`src/rtl/cogc_pkg.sv`:
```
package cogc_pkg;

	// register offsets on the plain register port
	localparam logic [7:0] ADDR_CFG0 = 8'h00;
	localparam logic [7:0] ADDR_CFG3 = 8'h03;
	localparam logic [7:0] ADDR_STOP_CTL = 8'h08;
	localparam logic [7:0] ADDR_STATUS = 8'h09;

	// configuration byte 0 fields
	localparam int CFG0_SPREAD_BIT = 7;
	localparam int CFG0_PD_TRISTATE_BIT = 6;
	localparam int CFG0_VCH_48M_BIT = 5;
	localparam int CFG0_HOST_STOP_BIT = 4;
	localparam int CFG0_BUS_STOP_BIT = 3;
	localparam int CFG0_FSEL_LSB = 0;

	// configuration byte 3 fields
	localparam int CFG3_FREE_RUN_LSB = 3;

	// own control and status fields
	localparam int STOP_CTL_BUS_RUN_BIT = 0;
	localparam int STATUS_PD_BIT = 0;
	localparam int STATUS_MULT_BIT = 1;
	localparam int STATUS_TRI_LSB = 2;
	localparam int STATUS_EXT_SRC_BIT = 4;

	// values after reset
	localparam logic [7:0] CFG0_RESET = 8'h00;
	localparam logic [7:0] CFG3_RESET = 8'h00;
	localparam logic STOP_CTL_BUS_RUN_RESET = 1'b1;

	// output counts
	localparam int BUS_CLK_COUNT = 7;
	localparam int FREE_CLK_COUNT = 3;
	localparam int HOST_PAIR_COUNT = 3;
	localparam int EXT_BUF_COUNT = 3;

	// synchroniser depth for pins
	localparam int SYNC_STAGES = 2;

	// three-level select input as reported by its comparators
	typedef enum logic [1:0] {
		TRI_LOW = 2'b00,
		TRI_MID = 2'b01,
		TRI_HIGH = 2'b11
	} cogc_tri_e;

	typedef enum logic [0:0] {
		PWR_RUN = 1'b0,
		PWR_DOWN = 1'b1
	} cogc_pwr_e;

	// selections latched under the qualifying input
	typedef struct packed {
		cogc_tri_e tri_sel;
		logic [1:0] fsel_low;
		logic mult;
	} cogc_strap_s;

	// raw pin group before synchronisation
	typedef struct packed {
		logic powerdown_n;
		logic bus_stop_n;
		logic host_stop_n;
		logic latch_qualify_n;
		logic [1:0] fsel_low;
		logic [1:0] tri_code;
		logic mult;
		logic ext_clk;
		logic osc;
		logic sdl;
	} cogc_pins_s;

	// synchroniser contents in reset: pulled-up pins idle high, so no false powerdown
	localparam cogc_pins_s PINS_RESET = '{
		powerdown_n: 1'b1,
		bus_stop_n: 1'b1,
		host_stop_n: 1'b1,
		latch_qualify_n: 1'b0,
		fsel_low: 2'h0,
		tri_code: 2'h0,
		mult: 1'b1,
		ext_clk: 1'b0,
		osc: 1'b0,
		sdl: 1'b1
	};

endpackage

```
`src/rtl/cogc_clk_gate.sv`:
```
`timescale 1ns/1ns
module cogc_clk_gate #(
	parameter logic STOP_LEVEL = 1'b0
) (
	input wire logic i_clock,
	input wire logic i_rst_n,
	input wire logic i_src,
	input wire logic i_run,
	output logic o_clk,
	output logic o_clk_n,
	output logic o_running
);

	logic running_r;
	logic running_nxt;
	logic clk_r;
	logic clk_n_r;

	// run state may only change while the source sits at the stop level
	always_comb begin
		running_nxt = running_r;
		if (i_src == STOP_LEVEL) begin
			running_nxt = i_run;
		end
	end

	always_ff @(posedge i_clock) begin
		if (!i_rst_n) begin
			running_r <= 1'b0;
		end else begin
			running_r <= running_nxt;
		end
	end

	always_ff @(posedge i_clock) begin
		if (!i_rst_n) begin
			clk_r <= STOP_LEVEL;
			clk_n_r <= ~STOP_LEVEL;
		end else begin
			clk_r <= running_nxt ? i_src : STOP_LEVEL;
			clk_n_r <= running_nxt ? ~i_src : ~STOP_LEVEL;
		end
	end

	assign o_clk = clk_r;
	assign o_clk_n = clk_n_r;
	assign o_running = running_r;

endmodule

```
`src/rtl/cogc_top.sv`:
```
`timescale 1ns/1ns
module cogc_top #(
	parameter int BUS_CLKS = cogc_pkg::BUS_CLK_COUNT,
	parameter int FREE_CLKS = cogc_pkg::FREE_CLK_COUNT,
	parameter int HOST_PAIRS = cogc_pkg::HOST_PAIR_COUNT,
	parameter int EXT_BUFS = cogc_pkg::EXT_BUF_COUNT
) (
	input wire logic i_clock,
	input wire logic i_rst_n,
	// register port
	input wire logic [7:0] i_reg_addr,
	input wire logic [7:0] i_reg_wr_data,
	input wire logic i_reg_wr,
	input wire logic i_reg_rd,
	output logic [7:0] o_reg_rd_data,
	// control pins
	input wire logic i_powerdown_n,
	input wire logic i_bus_clock_stop_n,
	input wire logic i_host_clock_stop_n,
	input wire logic i_latch_qualify_n,
	input wire logic [1:0] i_freq_sel,
	input wire logic [1:0] i_tri_level_sel,
	input wire logic i_current_mult_sel,
	input wire logic i_osc_input,
	// synthesized clock phases
	input wire logic i_host_src,
	input wire logic i_int66_src,
	input wire logic i_int48_src,
	// shared 66 pin
	input wire logic i_ext_bus_clk_io,
	output logic o_ext_bus_clk_io,
	output logic o_ext_bus_clk_oe,
	// serial data line
	input wire logic i_serial_data_line,
	input wire logic i_serial_drive_low,
	output logic o_serial_data_line,
	output logic o_serial_data_oe,
	output logic o_serial_data_in,
	// clock outputs
	output logic [HOST_PAIRS-1:0] o_host_clk_true,
	output logic [HOST_PAIRS-1:0] o_host_clk_comp,
	output logic o_host_oe,
	output logic o_host_current_mult,
	output logic [BUS_CLKS-1:0] o_bus_clock_out,
	output logic [FREE_CLKS-1:0] o_free_bus_clock_out,
	output logic [EXT_BUFS-1:0] o_ext_buffered_outs,
	output logic o_selectable_video_out,
	output logic o_fixed_agp_out,
	output logic o_usb_fixed_out,
	output logic o_display_fixed_out,
	output logic o_ref_out,
	// latched selections
	output cogc_pkg::cogc_strap_s o_strap
);

	cogc_pkg::cogc_pins_s pins_raw;
	cogc_pkg::cogc_pins_s pins_meta_r;
	cogc_pkg::cogc_pins_s pins_s_r;
	cogc_pkg::cogc_strap_s strap_r;
	cogc_pkg::cogc_strap_s strap_nxt;
	cogc_pkg::cogc_pwr_e pwr_r;
	cogc_pkg::cogc_pwr_e pwr_nxt;
	cogc_pkg::cogc_tri_e tri_now;

	logic [7:0] cfg0_r;
	logic [7:0] cfg3_r;
	logic bus_run_bit_r;
	logic [7:0] rd_data_r;
	logic [7:0] rd_data_nxt;
	logic [7:0] status_word;
	logic [7:0] cfg0_view;

	logic run_all;
	logic bus_stop_int_n;
	logic ext_src_sel;
	logic src66;
	logic src66_prev_r;
	logic div2_r;
	logic [FREE_CLKS-1:0] free_mode;
	logic [BUS_CLKS-1:0] bus_clk;
	logic [FREE_CLKS-1:0] free_clk;
	logic [HOST_PAIRS-1:0] host_true;
	logic [HOST_PAIRS-1:0] host_comp;
	logic [EXT_BUFS-1:0] ext_buf;
	logic [5:0] misc_src;
	logic [5:0] misc_run;
	logic [5:0] misc_clk;

	assign pins_raw = '{
		powerdown_n: i_powerdown_n,
		bus_stop_n: i_bus_clock_stop_n,
		host_stop_n: i_host_clock_stop_n,
		latch_qualify_n: i_latch_qualify_n,
		fsel_low: i_freq_sel,
		tri_code: i_tri_level_sel,
		mult: i_current_mult_sel,
		ext_clk: i_ext_bus_clk_io,
		osc: i_osc_input,
		sdl: i_serial_data_line
	};

	// two-stage synchroniser for every pin; pull-ups read as high at reset
	always_ff @(posedge i_clock) begin
		if (!i_rst_n) begin
			pins_meta_r <= cogc_pkg::PINS_RESET;
			pins_s_r <= cogc_pkg::PINS_RESET;
		end else begin
			pins_meta_r <= pins_raw;
			pins_s_r <= pins_meta_r;
		end
	end

	// three-level select decode, unknown codes read as mid level
	always_comb begin
		case (pins_s_r.tri_code)
			2'b00: tri_now = cogc_pkg::TRI_LOW;
			2'b11: tri_now = cogc_pkg::TRI_HIGH;
			default: tri_now = cogc_pkg::TRI_MID;
		endcase
	end

	// selections follow the pins until qualify goes low, then hold
	always_comb begin
		strap_nxt = strap_r;
		if (pins_s_r.latch_qualify_n) begin
			strap_nxt.tri_sel = tri_now;
			strap_nxt.fsel_low = pins_s_r.fsel_low;
			strap_nxt.mult = pins_s_r.mult;
		end
	end

	always_ff @(posedge i_clock) begin
		if (!i_rst_n) begin
			strap_r <= '{tri_sel: cogc_pkg::TRI_LOW, fsel_low: 2'h0, mult: 1'b0};
		end else begin
			strap_r <= strap_nxt;
		end
	end

	// power mode
	always_comb begin
		case (pwr_r)
			cogc_pkg::PWR_RUN: pwr_nxt = pins_s_r.powerdown_n ? cogc_pkg::PWR_RUN :
				cogc_pkg::PWR_DOWN;
			cogc_pkg::PWR_DOWN: pwr_nxt = pins_s_r.powerdown_n ? cogc_pkg::PWR_RUN :
				cogc_pkg::PWR_DOWN;
			default: pwr_nxt = cogc_pkg::PWR_DOWN;
		endcase
	end

	always_ff @(posedge i_clock) begin
		if (!i_rst_n) begin
			pwr_r <= cogc_pkg::PWR_RUN;
		end else begin
			pwr_r <= pwr_nxt;
		end
	end

	assign run_all = (pwr_r == cogc_pkg::PWR_RUN);

	// configuration registers, writable in powerdown as well
	always_ff @(posedge i_clock) begin
		if (!i_rst_n) begin
			cfg0_r <= cogc_pkg::CFG0_RESET;
			cfg3_r <= cogc_pkg::CFG3_RESET;
			bus_run_bit_r <= cogc_pkg::STOP_CTL_BUS_RUN_RESET;
		end else if (i_reg_wr) begin
			case (i_reg_addr)
				cogc_pkg::ADDR_CFG0: begin
					cfg0_r[7:5] <= i_reg_wr_data[7:5];
				end
				cogc_pkg::ADDR_CFG3: begin
					cfg3_r <= i_reg_wr_data;
				end
				cogc_pkg::ADDR_STOP_CTL: begin
					bus_run_bit_r <= i_reg_wr_data[cogc_pkg::STOP_CTL_BUS_RUN_BIT];
				end
				default: begin
				end
			endcase
		end
	end

	// internal bus stop: either the register bit or the pin stops
	assign bus_stop_int_n = bus_run_bit_r & pins_s_r.bus_stop_n;

	always_comb begin
		cfg0_view = cfg0_r;
		cfg0_view[cogc_pkg::CFG0_HOST_STOP_BIT] = pins_s_r.host_stop_n;
		cfg0_view[cogc_pkg::CFG0_BUS_STOP_BIT] = bus_stop_int_n;
		cfg0_view[cogc_pkg::CFG0_FSEL_LSB +: 2] = strap_r.fsel_low;
		cfg0_view[cogc_pkg::CFG0_FSEL_LSB + 2] = (strap_r.tri_sel == cogc_pkg::TRI_HIGH);
	end

	always_comb begin
		status_word = 8'h00;
		status_word[cogc_pkg::STATUS_PD_BIT] = ~run_all;
		status_word[cogc_pkg::STATUS_MULT_BIT] = strap_r.mult;
		status_word[cogc_pkg::STATUS_TRI_LSB +: 2] = strap_r.tri_sel;
		status_word[cogc_pkg::STATUS_EXT_SRC_BIT] = ext_src_sel;
	end

	// read data one cycle after the strobe, zero for unmapped addresses
	always_comb begin
		rd_data_nxt = 8'h00;
		if (i_reg_rd) begin
			case (i_reg_addr)
				cogc_pkg::ADDR_CFG0: rd_data_nxt = cfg0_view;
				cogc_pkg::ADDR_CFG3: rd_data_nxt = cfg3_r;
				cogc_pkg::ADDR_STOP_CTL: rd_data_nxt = {7'h00, bus_run_bit_r};
				cogc_pkg::ADDR_STATUS: rd_data_nxt = status_word;
				default: rd_data_nxt = 8'h00;
			endcase
		end
	end

	always_ff @(posedge i_clock) begin
		if (!i_rst_n) begin
			rd_data_r <= 8'h00;
		end else begin
			rd_data_r <= rd_data_nxt;
		end
	end

	assign o_reg_rd_data = rd_data_r;

	// 66 source: external pin only with tri-level select high
	assign ext_src_sel = (strap_r.tri_sel == cogc_pkg::TRI_HIGH);
	assign src66 = ext_src_sel ? pins_s_r.ext_clk : i_int66_src;

	// halve the active 66 source; in powerdown finish the high half, then freeze low
	always_ff @(posedge i_clock) begin
		if (!i_rst_n) begin
			src66_prev_r <= 1'b0;
			div2_r <= 1'b0;
		end else if (run_all || div2_r) begin
			src66_prev_r <= src66;
			if (src66 && !src66_prev_r) begin
				div2_r <= ~div2_r;
			end
		end
	end

	assign free_mode = cfg3_r[cogc_pkg::CFG3_FREE_RUN_LSB +: FREE_CLKS];

	// misc outputs: 0 shared pin, 1 selectable, 2 fixed 66, 3 usb, 4 display, 5 reference
	assign misc_src[0] = i_int66_src;
	assign misc_src[1] = cfg0_r[cogc_pkg::CFG0_VCH_48M_BIT] ?
		i_int48_src : i_int66_src;
	assign misc_src[2] = i_int66_src;
	assign misc_src[3] = i_int48_src;
	assign misc_src[4] = i_int48_src;
	assign misc_src[5] = pins_s_r.osc;
	// reference: stop pins never reach it, only powerdown
	assign misc_run = {{5{run_all}}, run_all & ~ext_src_sel};

	genvar g;
	generate
		for (g = 0; g < BUS_CLKS; g++) begin : g_bus
			cogc_clk_gate #(.STOP_LEVEL(1'b0)) u_gate (
				.i_clock(i_clock),
				.i_rst_n(i_rst_n),
				.i_src(div2_r),
				.i_run(run_all & bus_stop_int_n),
				.o_clk(bus_clk[g]),
				.o_clk_n(),
				.o_running()
			);
		end
		for (g = 0; g < FREE_CLKS; g++) begin : g_free
			cogc_clk_gate #(.STOP_LEVEL(1'b0)) u_gate (
				.i_clock(i_clock),
				.i_rst_n(i_rst_n),
				.i_src(div2_r),
				.i_run(run_all & (free_mode[g] | bus_stop_int_n)),
				.o_clk(free_clk[g]),
				.o_clk_n(),
				.o_running()
			);
		end
		for (g = 0; g < HOST_PAIRS; g++) begin : g_host
			cogc_clk_gate #(.STOP_LEVEL(1'b1)) u_gate (
				.i_clock(i_clock),
				.i_rst_n(i_rst_n),
				.i_src(i_host_src),
				.i_run(run_all & pins_s_r.host_stop_n),
				.o_clk(host_true[g]),
				.o_clk_n(host_comp[g]),
				.o_running()
			);
		end
		for (g = 0; g < EXT_BUFS; g++) begin : g_ext
			cogc_clk_gate #(.STOP_LEVEL(1'b0)) u_gate (
				.i_clock(i_clock),
				.i_rst_n(i_rst_n),
				.i_src(src66),
				.i_run(run_all),
				.o_clk(ext_buf[g]),
				.o_clk_n(),
				.o_running()
			);
		end
		for (g = 0; g < 6; g++) begin : g_misc
			cogc_clk_gate #(.STOP_LEVEL(1'b0)) u_gate (
				.i_clock(i_clock),
				.i_rst_n(i_rst_n),
				.i_src(misc_src[g]),
				.i_run(misc_run[g]),
				.o_clk(misc_clk[g]),
				.o_clk_n(),
				.o_running()
			);
		end
	endgenerate

	assign o_host_clk_true = host_true;
	assign o_host_clk_comp = host_comp;
	// powerdown with tristate mode releases the host pairs
	assign o_host_oe = run_all | ~cfg0_r[cogc_pkg::CFG0_PD_TRISTATE_BIT];
	assign o_host_current_mult = strap_r.mult;
	assign o_bus_clock_out = bus_clk;
	assign o_free_bus_clock_out = free_clk;
	assign o_ext_buffered_outs = ext_buf;
	assign o_ext_bus_clk_io = misc_clk[0];
	assign o_ext_bus_clk_oe = ~ext_src_sel;
	assign o_selectable_video_out = misc_clk[1];
	assign o_fixed_agp_out = misc_clk[2];
	assign o_usb_fixed_out = misc_clk[3];
	assign o_display_fixed_out = misc_clk[4];
	assign o_ref_out = misc_clk[5];
	assign o_strap = strap_r;

	// serial data: only ever pulls low, never drives high
	assign o_serial_data_line = 1'b0;
	assign o_serial_data_oe = i_serial_drive_low;
	assign o_serial_data_in = pins_s_r.sdl;

endmodule

```
`config.mk`:
```
export PLATFORM = sky130hd
export DESIGN_NAME = cogc_top
export DESIGN_NICKNAME = d
export VERILOG_FILES = /design/src/rtl/cogc_pkg.sv /design/src/rtl/cogc_clk_gate.sv /design/src/rtl/cogc_top.sv
export SDC_FILE = /design/constraint.sdc
export NUM_CORES = 1
export LEC_CHECK = 0
export BUFFER_PORTS_ARGS = -buffer_cell sky130_fd_sc_hd__clkbuf_2
export CAP_MARGIN = 20
export CORE_MARGIN = 5
export CORE_UTILIZATION = 50
export CTS_BUF_LIST = sky130_fd_sc_hd__clkbuf_4 sky130_fd_sc_hd__clkbuf_8 sky130_fd_sc_hd__clkbuf_16
export DETAILED_ROUTE_END_ITERATION = 6
export PLACE_DENSITY = 0.74
export SLEW_MARGIN = 5
export SYNTH_ARGS = -nofsm -noshare
export SYNTH_HDL_FRONTEND = slang
export SYNTH_SLANG_ARGS = --single-unit
```
`constraint.sdc`:
```
create_clock -name i_clock -period 3.05 [get_ports i_clock]
set_clock_uncertainty 0.15 [all_clocks]
set_input_delay 0.61 -clock i_clock [delete_from_list [all_inputs] [get_ports i_clock]]
set_output_delay 0.61 -clock i_clock [all_outputs]
set_load 0.03 [all_outputs]
```
== Word-level counts from Yosys, hierarchy flattened ==
Cells that the tools add are included.
Operators by class
  bitwise gates (word level): 16
  muxes and demuxes: 27
  equal/unequal tests: 5
  reductions and logical operators: 32
Operators with widths (number)
  $reduce_and A2 Y1: 27
  $pmux W8 S4: 1
  $mux W1: 25
  $eq A8 B4 Y1 const B: 2
  $eq A8 B2 Y1 const B: 1
  $logic_not A8 Y1: 1
  $and A1 B1 Y1: 7
  $not A1 Y1: 5
  $eq A2 B2 Y1 const B: 2
  $or A1 B1 Y1: 4
  $pmux W2 S2: 1
  $logic_not A2 Y1: 1
  $logic_and A1 B1 Y1: 1
  $logic_not A1 Y1: 1
  $logic_or A1 B1 Y1: 1
Storage, ports and cells
  bits of input ports: 36
  word-level logic and storage cells: 157
  output and inout port bits: 44
  register bits after elaboration: 99

== Longest topological paths before layout ==
Gate-level depths: netlist of run 1.
  word-level depth: 5
  depth in mapped cells: 4
  gate-level depth less buffers: 3

== Modules after synthesis ==
Synthesis of run 1 repeated with hierarchy kept, for this count alone.
Unflattened totals
  cells, all modules: 366
  area, all modules: 3976.3 sq um
Modules (own cells, without submodules)
  cogc_top: cells each 209, instances 1, area an instance 2042.0 sq um, seq. area each 1041.0 sq um
  cogc_clk_gate at g_bus[0].u_gate ...: cells each 7, instances 19, area an instance 87.6 sq um, seq. area each 60.1 sq um
  cogc_clk_gate at g_host[0].u_gate ...: cells each 8, instances 3, area an instance 90.1 sq um, seq. area each 60.1 sq um

== Worst setup path before layout of run 1 ==
Ideal clock, no wire load.
  path kind: input port to flip-flop
  from: in i_reg_addr[0]
  to: reg bus_run_bit_r
  stages: 4
  data required time: 2763 ps
  slack: 1223 ps
  arrival: 1539 ps
  path buffers: 1
  setup time: 137 ps
  cells stage by stage: buf_2 or4bb_1 o31ai_1 o311ai_1
On the way
  longest elaborated chain between the ends: 2
RTL lines
  start, declared: line cogc_top.sv:11  | input wire logic [7:0] i_reg_addr,
  $eq A8 B4 Y1: line cogc_top.sv:168  | case (i_reg_addr)
  $reduce_and A2 Y1 (no source line)
  end signal, assigned: line cogc_top.sv:166  | bus_run_bit_r <= cogc_pkg::STOP_CTL_BUS_RUN_RESET;
  end signal, assigned: line cogc_top.sv:176  | bus_run_bit_r <= i_reg_wr_data[cogc_pkg::STOP_CTL_BUS_RUN_BIT];
  end, declared: line cogc_top.sv:67  | logic bus_run_bit_r;
No other way between the ends.
A chain may end at the register's enable or synchronous reset.

== Final worst setup path of run 1 ==
  from: reg pwr_r
  to: out o_host_oe
On the way
  longest elaborated chain between the ends: 2
RTL lines
  start, declared: line cogc_top.sv:61  | cogc_pkg::cogc_pwr_e pwr_r;
  start signal, assigned: line cogc_top.sv:153  | pwr_r <= cogc_pkg::PWR_RUN;
  start signal, assigned: line cogc_top.sv:155  | pwr_r <= pwr_nxt;
  $not A1 Y1: line cogc_top.sv:159  | assign run_all = (pwr_r == cogc_pkg::PWR_RUN);
  $or A1 B1 Y1: line cogc_top.sv:319  | assign o_host_oe = run_all | ~cfg0_r[cogc_pkg::CFG0_PD_TRISTATE_BIT];
  end, declared: line cogc_top.sv:42  | output logic o_host_oe,
No other way between the ends.

==> results of run 1 <==
==> registers in the layout, summed over array words and instances, names as in the netlist, 3 cells and up <==
name                     flops
cfg0_r                       3
cfg3_r                       8
g_bus.u_gate.o_clk           7
g_bus.u_gate.o_running       7
g_ext.u_gate.o_clk           3
g_ext.u_gate.o_running       3
g_free.u_gate.o_clk          3
g_free.u_gate.o_running      3
g_host.u_gate.o_clk          3
g_host.u_gate.o_clk_n        3
g_host.u_gate.o_running      3
g_misc.u_gate.o_clk          6
g_misc.u_gate.o_running      6
o_reg_rd_data                8
o_strap                      4
pins_meta_r                 12
pins_s_r                     9
==> cell usage after synthesis (3+ instances only) <==
cell type / n
dfxtp_1: 99
nand2_1: 37
buf_4: 24
and3_1: 19
nand2b_1: 19
a21boi_0: 18
and2_1: 17
mux2i_1: 16
clkbuf_1: 14
nor2b_1: 12
a21oi_1: 7
o21ai_0: 7
nor2_1: 6
nand3_1: 5
a22oi_1: 4
buf_2: 4
and3b_1: 3
inv_1: 3
nor3b_1: 3
nor4_1: 3
==> where the power goes <==
group | internal [uW] | total [uW] | switching (uW)
combinational | 72.5 | 182 | 110
sequential | 1350 | 1380 | 30.6
clock | 552 | 1000 | 450
==> worst max-delay path, cell delays in order (launching register included) <==
cell	delay [ns]
dfxtp_1	0.66
nand2_1	0.12
clkbuf_2	0.20
==> cells by family after synthesis <==
logic type | Yosys count | synth area share
DFF | 99 | 0.548
muxes | 18 | 0.0505
buffers and inverters | 45 | 0.0730
AOI/OAI and AO/OA | 48 | 0.0969
xor gates and xnor gates | 1 | 0.00242
and+or+nand+nor | 141 | 0.228
other | 1 | 0.00104
==> worst max path at each step <==
stage	slack, ns	startpoint	end	depth (start not counted)
6_report	0.96	pwr_r$_SDFF_PN0_	o_host_oe	2
5_1_grt	0.85	pwr_r$_SDFF_PN0_	o_host_oe	2
4_1_cts	0.92	pwr_r$_SDFF_PN0_	o_host_oe	2
3_5_place_dp	0.99	i_reg_addr[0]	o_reg_rd_data[2]$_SDFF_PN0_	4
3_3_place_gp	1.02	i_reg_addr[0]	o_reg_rd_data[2]$_SDFF_PN0_	4
2_1_floorplan	1.22	i_reg_addr[0]	bus_run_bit_r$_SDFFE_PN1P_	4
==> through the flow <==
stage	cell area [um2]	setup slack, ns	hold WS [ns]	instances
floorplan	3620	1.22	0.217	353
global placement	3890	1.02	0.219	487
detailed placement	3890	0.985	0.227	487
CTS	4130	0.921	0.241	503
global route	4130	0.854	0.248	503
finish	4130	0.961	0.236	503
==> cells in the final DEF, fill, tap and decap left out, types with 2 or more instances in the layout <==
cell type  synthesis  layout
a2111oi_0          2       2
a2111oi_2          2       2
a21boi_0          18      18
a21o_1             2       2
a21oi_1            7       7
a22oi_1            4       4
and2_1            17      17
and3_1            19      19
and3b_1            3       3
bufinv_16          0       3
clkbuf_2           0      76
clkbuf_8           0       9
dfxtp_1           99      99
inv_1              3       3
inv_6              0       3
mux2_2             2       2
mux2i_1           16      16
nand2_1           37      37
nand2b_1          19      19
nand3_1            5       5
nand3b_1           2       2
nor2_1             6       6
nor2b_1           12      12
nor3b_1            3       3
nor4_1             3       3
o21ai_0            7       7
or3b_1             2       2
==> layer usage <==
metal / GRT usage / routed length [um]
met2: 0.238 / 2990
met3: 0.0560 / 502
met1: 0.194 / 3010
met4: 0.0613 / 104
met5: 0 / 0
==> final cells by class <==
type,count,area (um2)
multi-input cells,209,1370
inverters,3,11.3
clock inverters,7,121
clock buffers,9,124
flip-flops and latches,99,1980
fillers,659,3000
well taps,99,124
repair buffers,77,400
==> impl_metrics.json, run 1 <==
{
  "status": "finished clean",
  "antenna_found_initial": 0,
  "die_h_um": 95.1,
  "relSlewSlack": 0.517,
  "ys_seq_area_frac": 0.548,
  "ys_ff_latch": 99,
  "core_mm2": 0.00714,
  "fin_crit_ns": 2.09,
  "powerDensity_mw_per_mm2": 620,
  "synth-warning-count": 0,
  "setup_violations": 0,
  "drc": 0,
  "maxCapViolations": 0,
  "start_kind": "flop",
  "num_io_pins": 80,
  "row_count": 31,
  "cts_root_buffer": "clkbuf_8",
  "post_cts_buffers": 0,
  "nets": 435,
  "numClockSinks": 99,
  "syn_inst": 353,
  "syn_area_per_cell_um2": 10.2,
  "hpwl_mm": 4.73,
  "dieArea_mm2": 0.00904,
  "place_congestion": 0.795,
  "ff2ff_path_depth": 3,
  "synthTopCellsByArea": "dfxtp_1 55%, buf_4 5.0%, mux2i_1 4.4%",
  "vias": 2465,
  "grt_max_degree": 72,
  "ant_nets": 0,
  "hold_path.class": "flop to flop",
  "final_util": 0.579,
  "drive_gt1_frac": 0.255,
  "area_growth_pct": 14.3,
  "hold_depth": 1,
  "rr_startpoint": "o_strap[4]$_SDFFE_PN0P_",
  "cts_resized": 0,
  "die_x_um": 95.1,
  "synth_top_area_frac": 0.548,
  "grt.overflow.total": 0,
  "slew_viol_final": 0,
  "worstReg2RegEnd": "o_reg_rd_data[2]$_SDFF_PN0_",
  "htree_levels": 3,
  "drtPass1Iterations": 4,
  "viasPerCell": 4.90,
  "cts_hold_buf": 0,
  "wl_per_cell_um": 13.1,
  "clkTransAtPathRegs_ns": 0.09,
  "grt_pass1_vias": 2275,
  "period_share": 0.685,
  "fin_setup_tns_ns": 0,
  "worstHoldEndpoint": "pwr_r$_SDFF_PN0_",
  "port_buffers": 76,
  "worstSkewPairLatency_ns": 0.36,
  "finalWirelength_mm": 6.60,
  "cts_tree": "built",
  "clk_path_buf_depth": 2,
  "rsz0062_at_grt": "no",
  "worst_pin_slew_ns": 0.719,
  "initialDrtViolationCount": 115,
  "ys_async_sr_fraction": 0,
  "cp_max_fo": 13,
  "peakVddDrop_v": 0.000365,
  "grt_pass1_wl_mm": 10.6,
  "diodes": 0,
  "synthesis.area_mm2": 0.00362,
  "criticalPathCategory": "flop to primary output",
  "cts_buffers": 9,
  "leakage_uw": 0.00187,
  "yosysTopAreaCell": "dfxtp_1",
  "synth_edf_count": 0,
  "ys_types": 47,
  "syn_nets": 389,
  "cp_data_required_time_ns": 2.29,
  "clock.fmax_ghz": 0.479,
  "hold_viol": 0,
  "arrival_ns": 1.33,
  "finalPower_uw": 2560,
  "grtUsageTotal": 0.153,
  "synth_ff_type": "dfxtp_1",
  "start_util": 0.507,
  "r2r_slack_ns": 1.39,
  "end_kind": "primary output",
  "worstHoldStart": "pins_s_r[11]$_SDFF_PN1_"
}
Note: power is estimated with default switching activity, not from simulation.
==> run 2, diff against run 1 <==
- ABC_AREA: not set -> 1
- PLACE_DENSITY: 0.74 -> 0.75
- clock period: 3.05 -> 2.2 ns (I/O delays scaled with it)
==> impl_metrics.json, run 2 <==
{
  "status": "finished clean",
  "ant_nets": 0,
  "area_growth_pct": 14.0,
  "ys_types": 23,
  "grt_pass1_wl_mm": 10.3,
  "critPathSlowestCell": "dfxtp_1",
  "start_util": 0.518,
  "port_buffers": 76,
  "ys_ff_latch": 99,
  "period_share": 0.796,
  "fin_crit_ns": 1.75,
  "post_cts_buffers": 0,
  "cp_max_fo": 5,
  "drc": 0,
  "clkTransAtPathRegs_ns": 0.08,
  "cts_tree": "built",
  "final_common_cell": "nand2_1",
  "cp_data_required_time_ns": 1.61,
  "powerDensity_mw_per_mm2": 829,
  "path_cells": "nand2_1, clkbuf_2",
  "cts_buffers": 9,
  "antenna_found_initial": 0,
  "largest_reg_flops": 12,
  "leakage_uw": 0.00217,
  "synth_top_area_frac": 0.560,
  "top_register": "pins_meta_r",
  "nets": 534,
  "die_h_um": 94.1,
  "diodes": 0,
  "viasPerCell": 4.29,
  "numClockSinks": 99,
  "worstSkewPairLatency_ns": 0.34,
  "rsz0062_at_grt": "no",
  "ys_async_sr_fraction": 0,
  "wl_per_cell_um": 10.5,
  "criticalPathCategory": "flop to primary output",
  "synth_ff_type": "dfxtp_1",
  "hpwl_mm": 4.59,
  "top_regs": "pins_meta_r x12, pins_s_r x9",
  "initialDrtViolationCount": 107,
  "cts_resized": 0,
  "arrival_ns": 1.16,
  "syn_nets": 478,
  "die_x_um": 94.1,
  "ys_seq_area_frac": 0.560,
  "grt_max_degree": 40,
  "finalWirelength_mm": 6.30,
  "vias": 2567,
  "finalPower_uw": 3340,
  "ys_top_cells_by_count": "102 x nand2_1, 99 x dfxtp_1, 71 x inv_1, 50 x nor2_1, 24 x buf_4",
  "cts_root_buffer": "clkbuf_8",
  "final_cell_mix": "102 x nand2_1, 99 x dfxtp_1, 76 x clkbuf_2",
  "dieArea_mm2": 0.00886,
  "hold_path.class": "primary input to flop",
  "grt.overflow.total": 0,
  "slew_viol_final": 0,
  "grtUsageTotal": 0.149,
  "yosysTopAreaCell": "dfxtp_1",
  "synthTopCellsByArea": "dfxtp_1 56%, nand2_1 11%, inv_1 7.5%",
  "start_kind": "flop",
  "htree_levels": 3,
  "synth_edf_count": 0,
  "grt_pass1_vias": 2359,
  "synthesis.area_mm2": 0.00354,
  "peakVddDrop_v": 0.000430,
  "yosysMostFrequentCell": "nand2_1",
  "row_count": 30,
  "setup_violations": 0,
  "cp_num_buf_inv": 1,
  "critical_path.top_delay_family": "flip-flops",
  "post-route-cell-area_mm2": 0.00403,
  "clock.fmax_ghz": 0.571,
  "drtPass1Iterations": 4,
  "cts_hold_buf": 0,
  "place_congestion": 0.769,
  "fin_setup_tns_ns": 0,
  "slowest_delay_ns": 0.44,
  "synth-warning-count": 0,
  "clk_path_buf_depth": 2,
  "hold_viol": 0,
  "syn_inst": 442,
  "num_io_pins": 80,
  "end_kind": "primary output",
  "postPlaceCellArea_mm2": 0.00383,
  "core_mm2": 0.00683,
  "drive_gt1_frac": 0.233,
  "syn_area_per_cell_um2": 8.01,
  "maxCapViolations": 0
}
==> run 2: changes by cell type after synthesis, moves of 9 or more <==
cell / before / now
and2_1: 17 / 0
nand2b_1: 19 / 0
nand2_1: 37 / 102
nand3_1: 5 / 23
inv_1: 3 / 71
or2_2: 1 / 10
nor2b_1: 12 / 0
nor2_1: 6 / 50
a21oi_1: 7 / 20
and3_1: 19 / 0
clkbuf_1: 14 / 5
mux2i_1: 16 / 0
a21boi_0: 18 / 0
==> run 2: cells by family (layout without fill, tap and decap cells) <==
family | after synthesis | count (layout) | share of synthesized area
AND/OR/NAND/NOR | 193 | 193 | 0.231
other | 1 | 1 | 0.00106
buffers and inverters | 109 | 169 | 0.146
flip-flops | 99 | 99 | 0.560
AO/OA/AOI/OAI | 40 | 40 | 0.0615
==> run 2: through the flow <==
stage                     hold slack [ns]  setup slack (ns)  cells   util
after global placement              0.221             0.631    583  0.561
after detailed placement            0.231             0.606    583  0.561
final                               0.123             0.448    598  0.590
after floorplan                     0.218             0.555    442      -
after CTS                           0.104             0.397    598  0.590
after global routing                0.105             0.344    598  0.590
==> run 2: worst paths after layout <==
check / startpoint / to / slack [ns] / cells past startpoint
max reg2reg: o_strap[4]$_SDFFE_PN0P_ / div2_r$_SDFFE_PN0P_ / 0.76 / 7
min reg2reg: pins_s_r[11]$_SDFF_PN1_ / pwr_r$_SDFF_PN0_ / 0.24 / 1
min: i_powerdown_n / pins_meta_r[11]$_SDFF_PN1_ / 0.12 / 2
max: o_strap[4]$_SDFFE_PN0P_ / o_ext_bus_clk_oe / 0.45 / 2
==> run 2: final cells by class <==
| type | instances | area, um2 |
|---|---|---|
| Clock buffer | 11 | 151 |
| Sequential cell | 99 | 1980 |
| Tap cell | 96 | 120 |
| Inverter | 73 | 274 |
| Fill cell | 666 | 2800 |
| Timing Repair Buffer | 81 | 418 |
| Clock inverter | 4 | 48.8 |
| Multi-Input combinational cell | 234 | 1040 |
==> run 2: metal layers <==
metal	wire (um)	track usage	up-vias
met5	0	0	-
met4	121	0.0758	0
met3	384	0.0329	11
met2	2810	0.240	70
met1	2980	0.186	1084
li1	-	-	1402
==> run 2: report_power, final <==
group          internal, uW  switching [uW]  total (uW)
registers              1880            30.9        1910
clock network           582             566        1150
logic                  93.6             196         289
total                  2550             793        3340
==> run 2: worst reg2reg max path: cells and delay by family (launching register included) <==
family           cells  cell delay [ns]
AND/OR/NAND/NOR      7             0.75
flip-flops           1             0.44
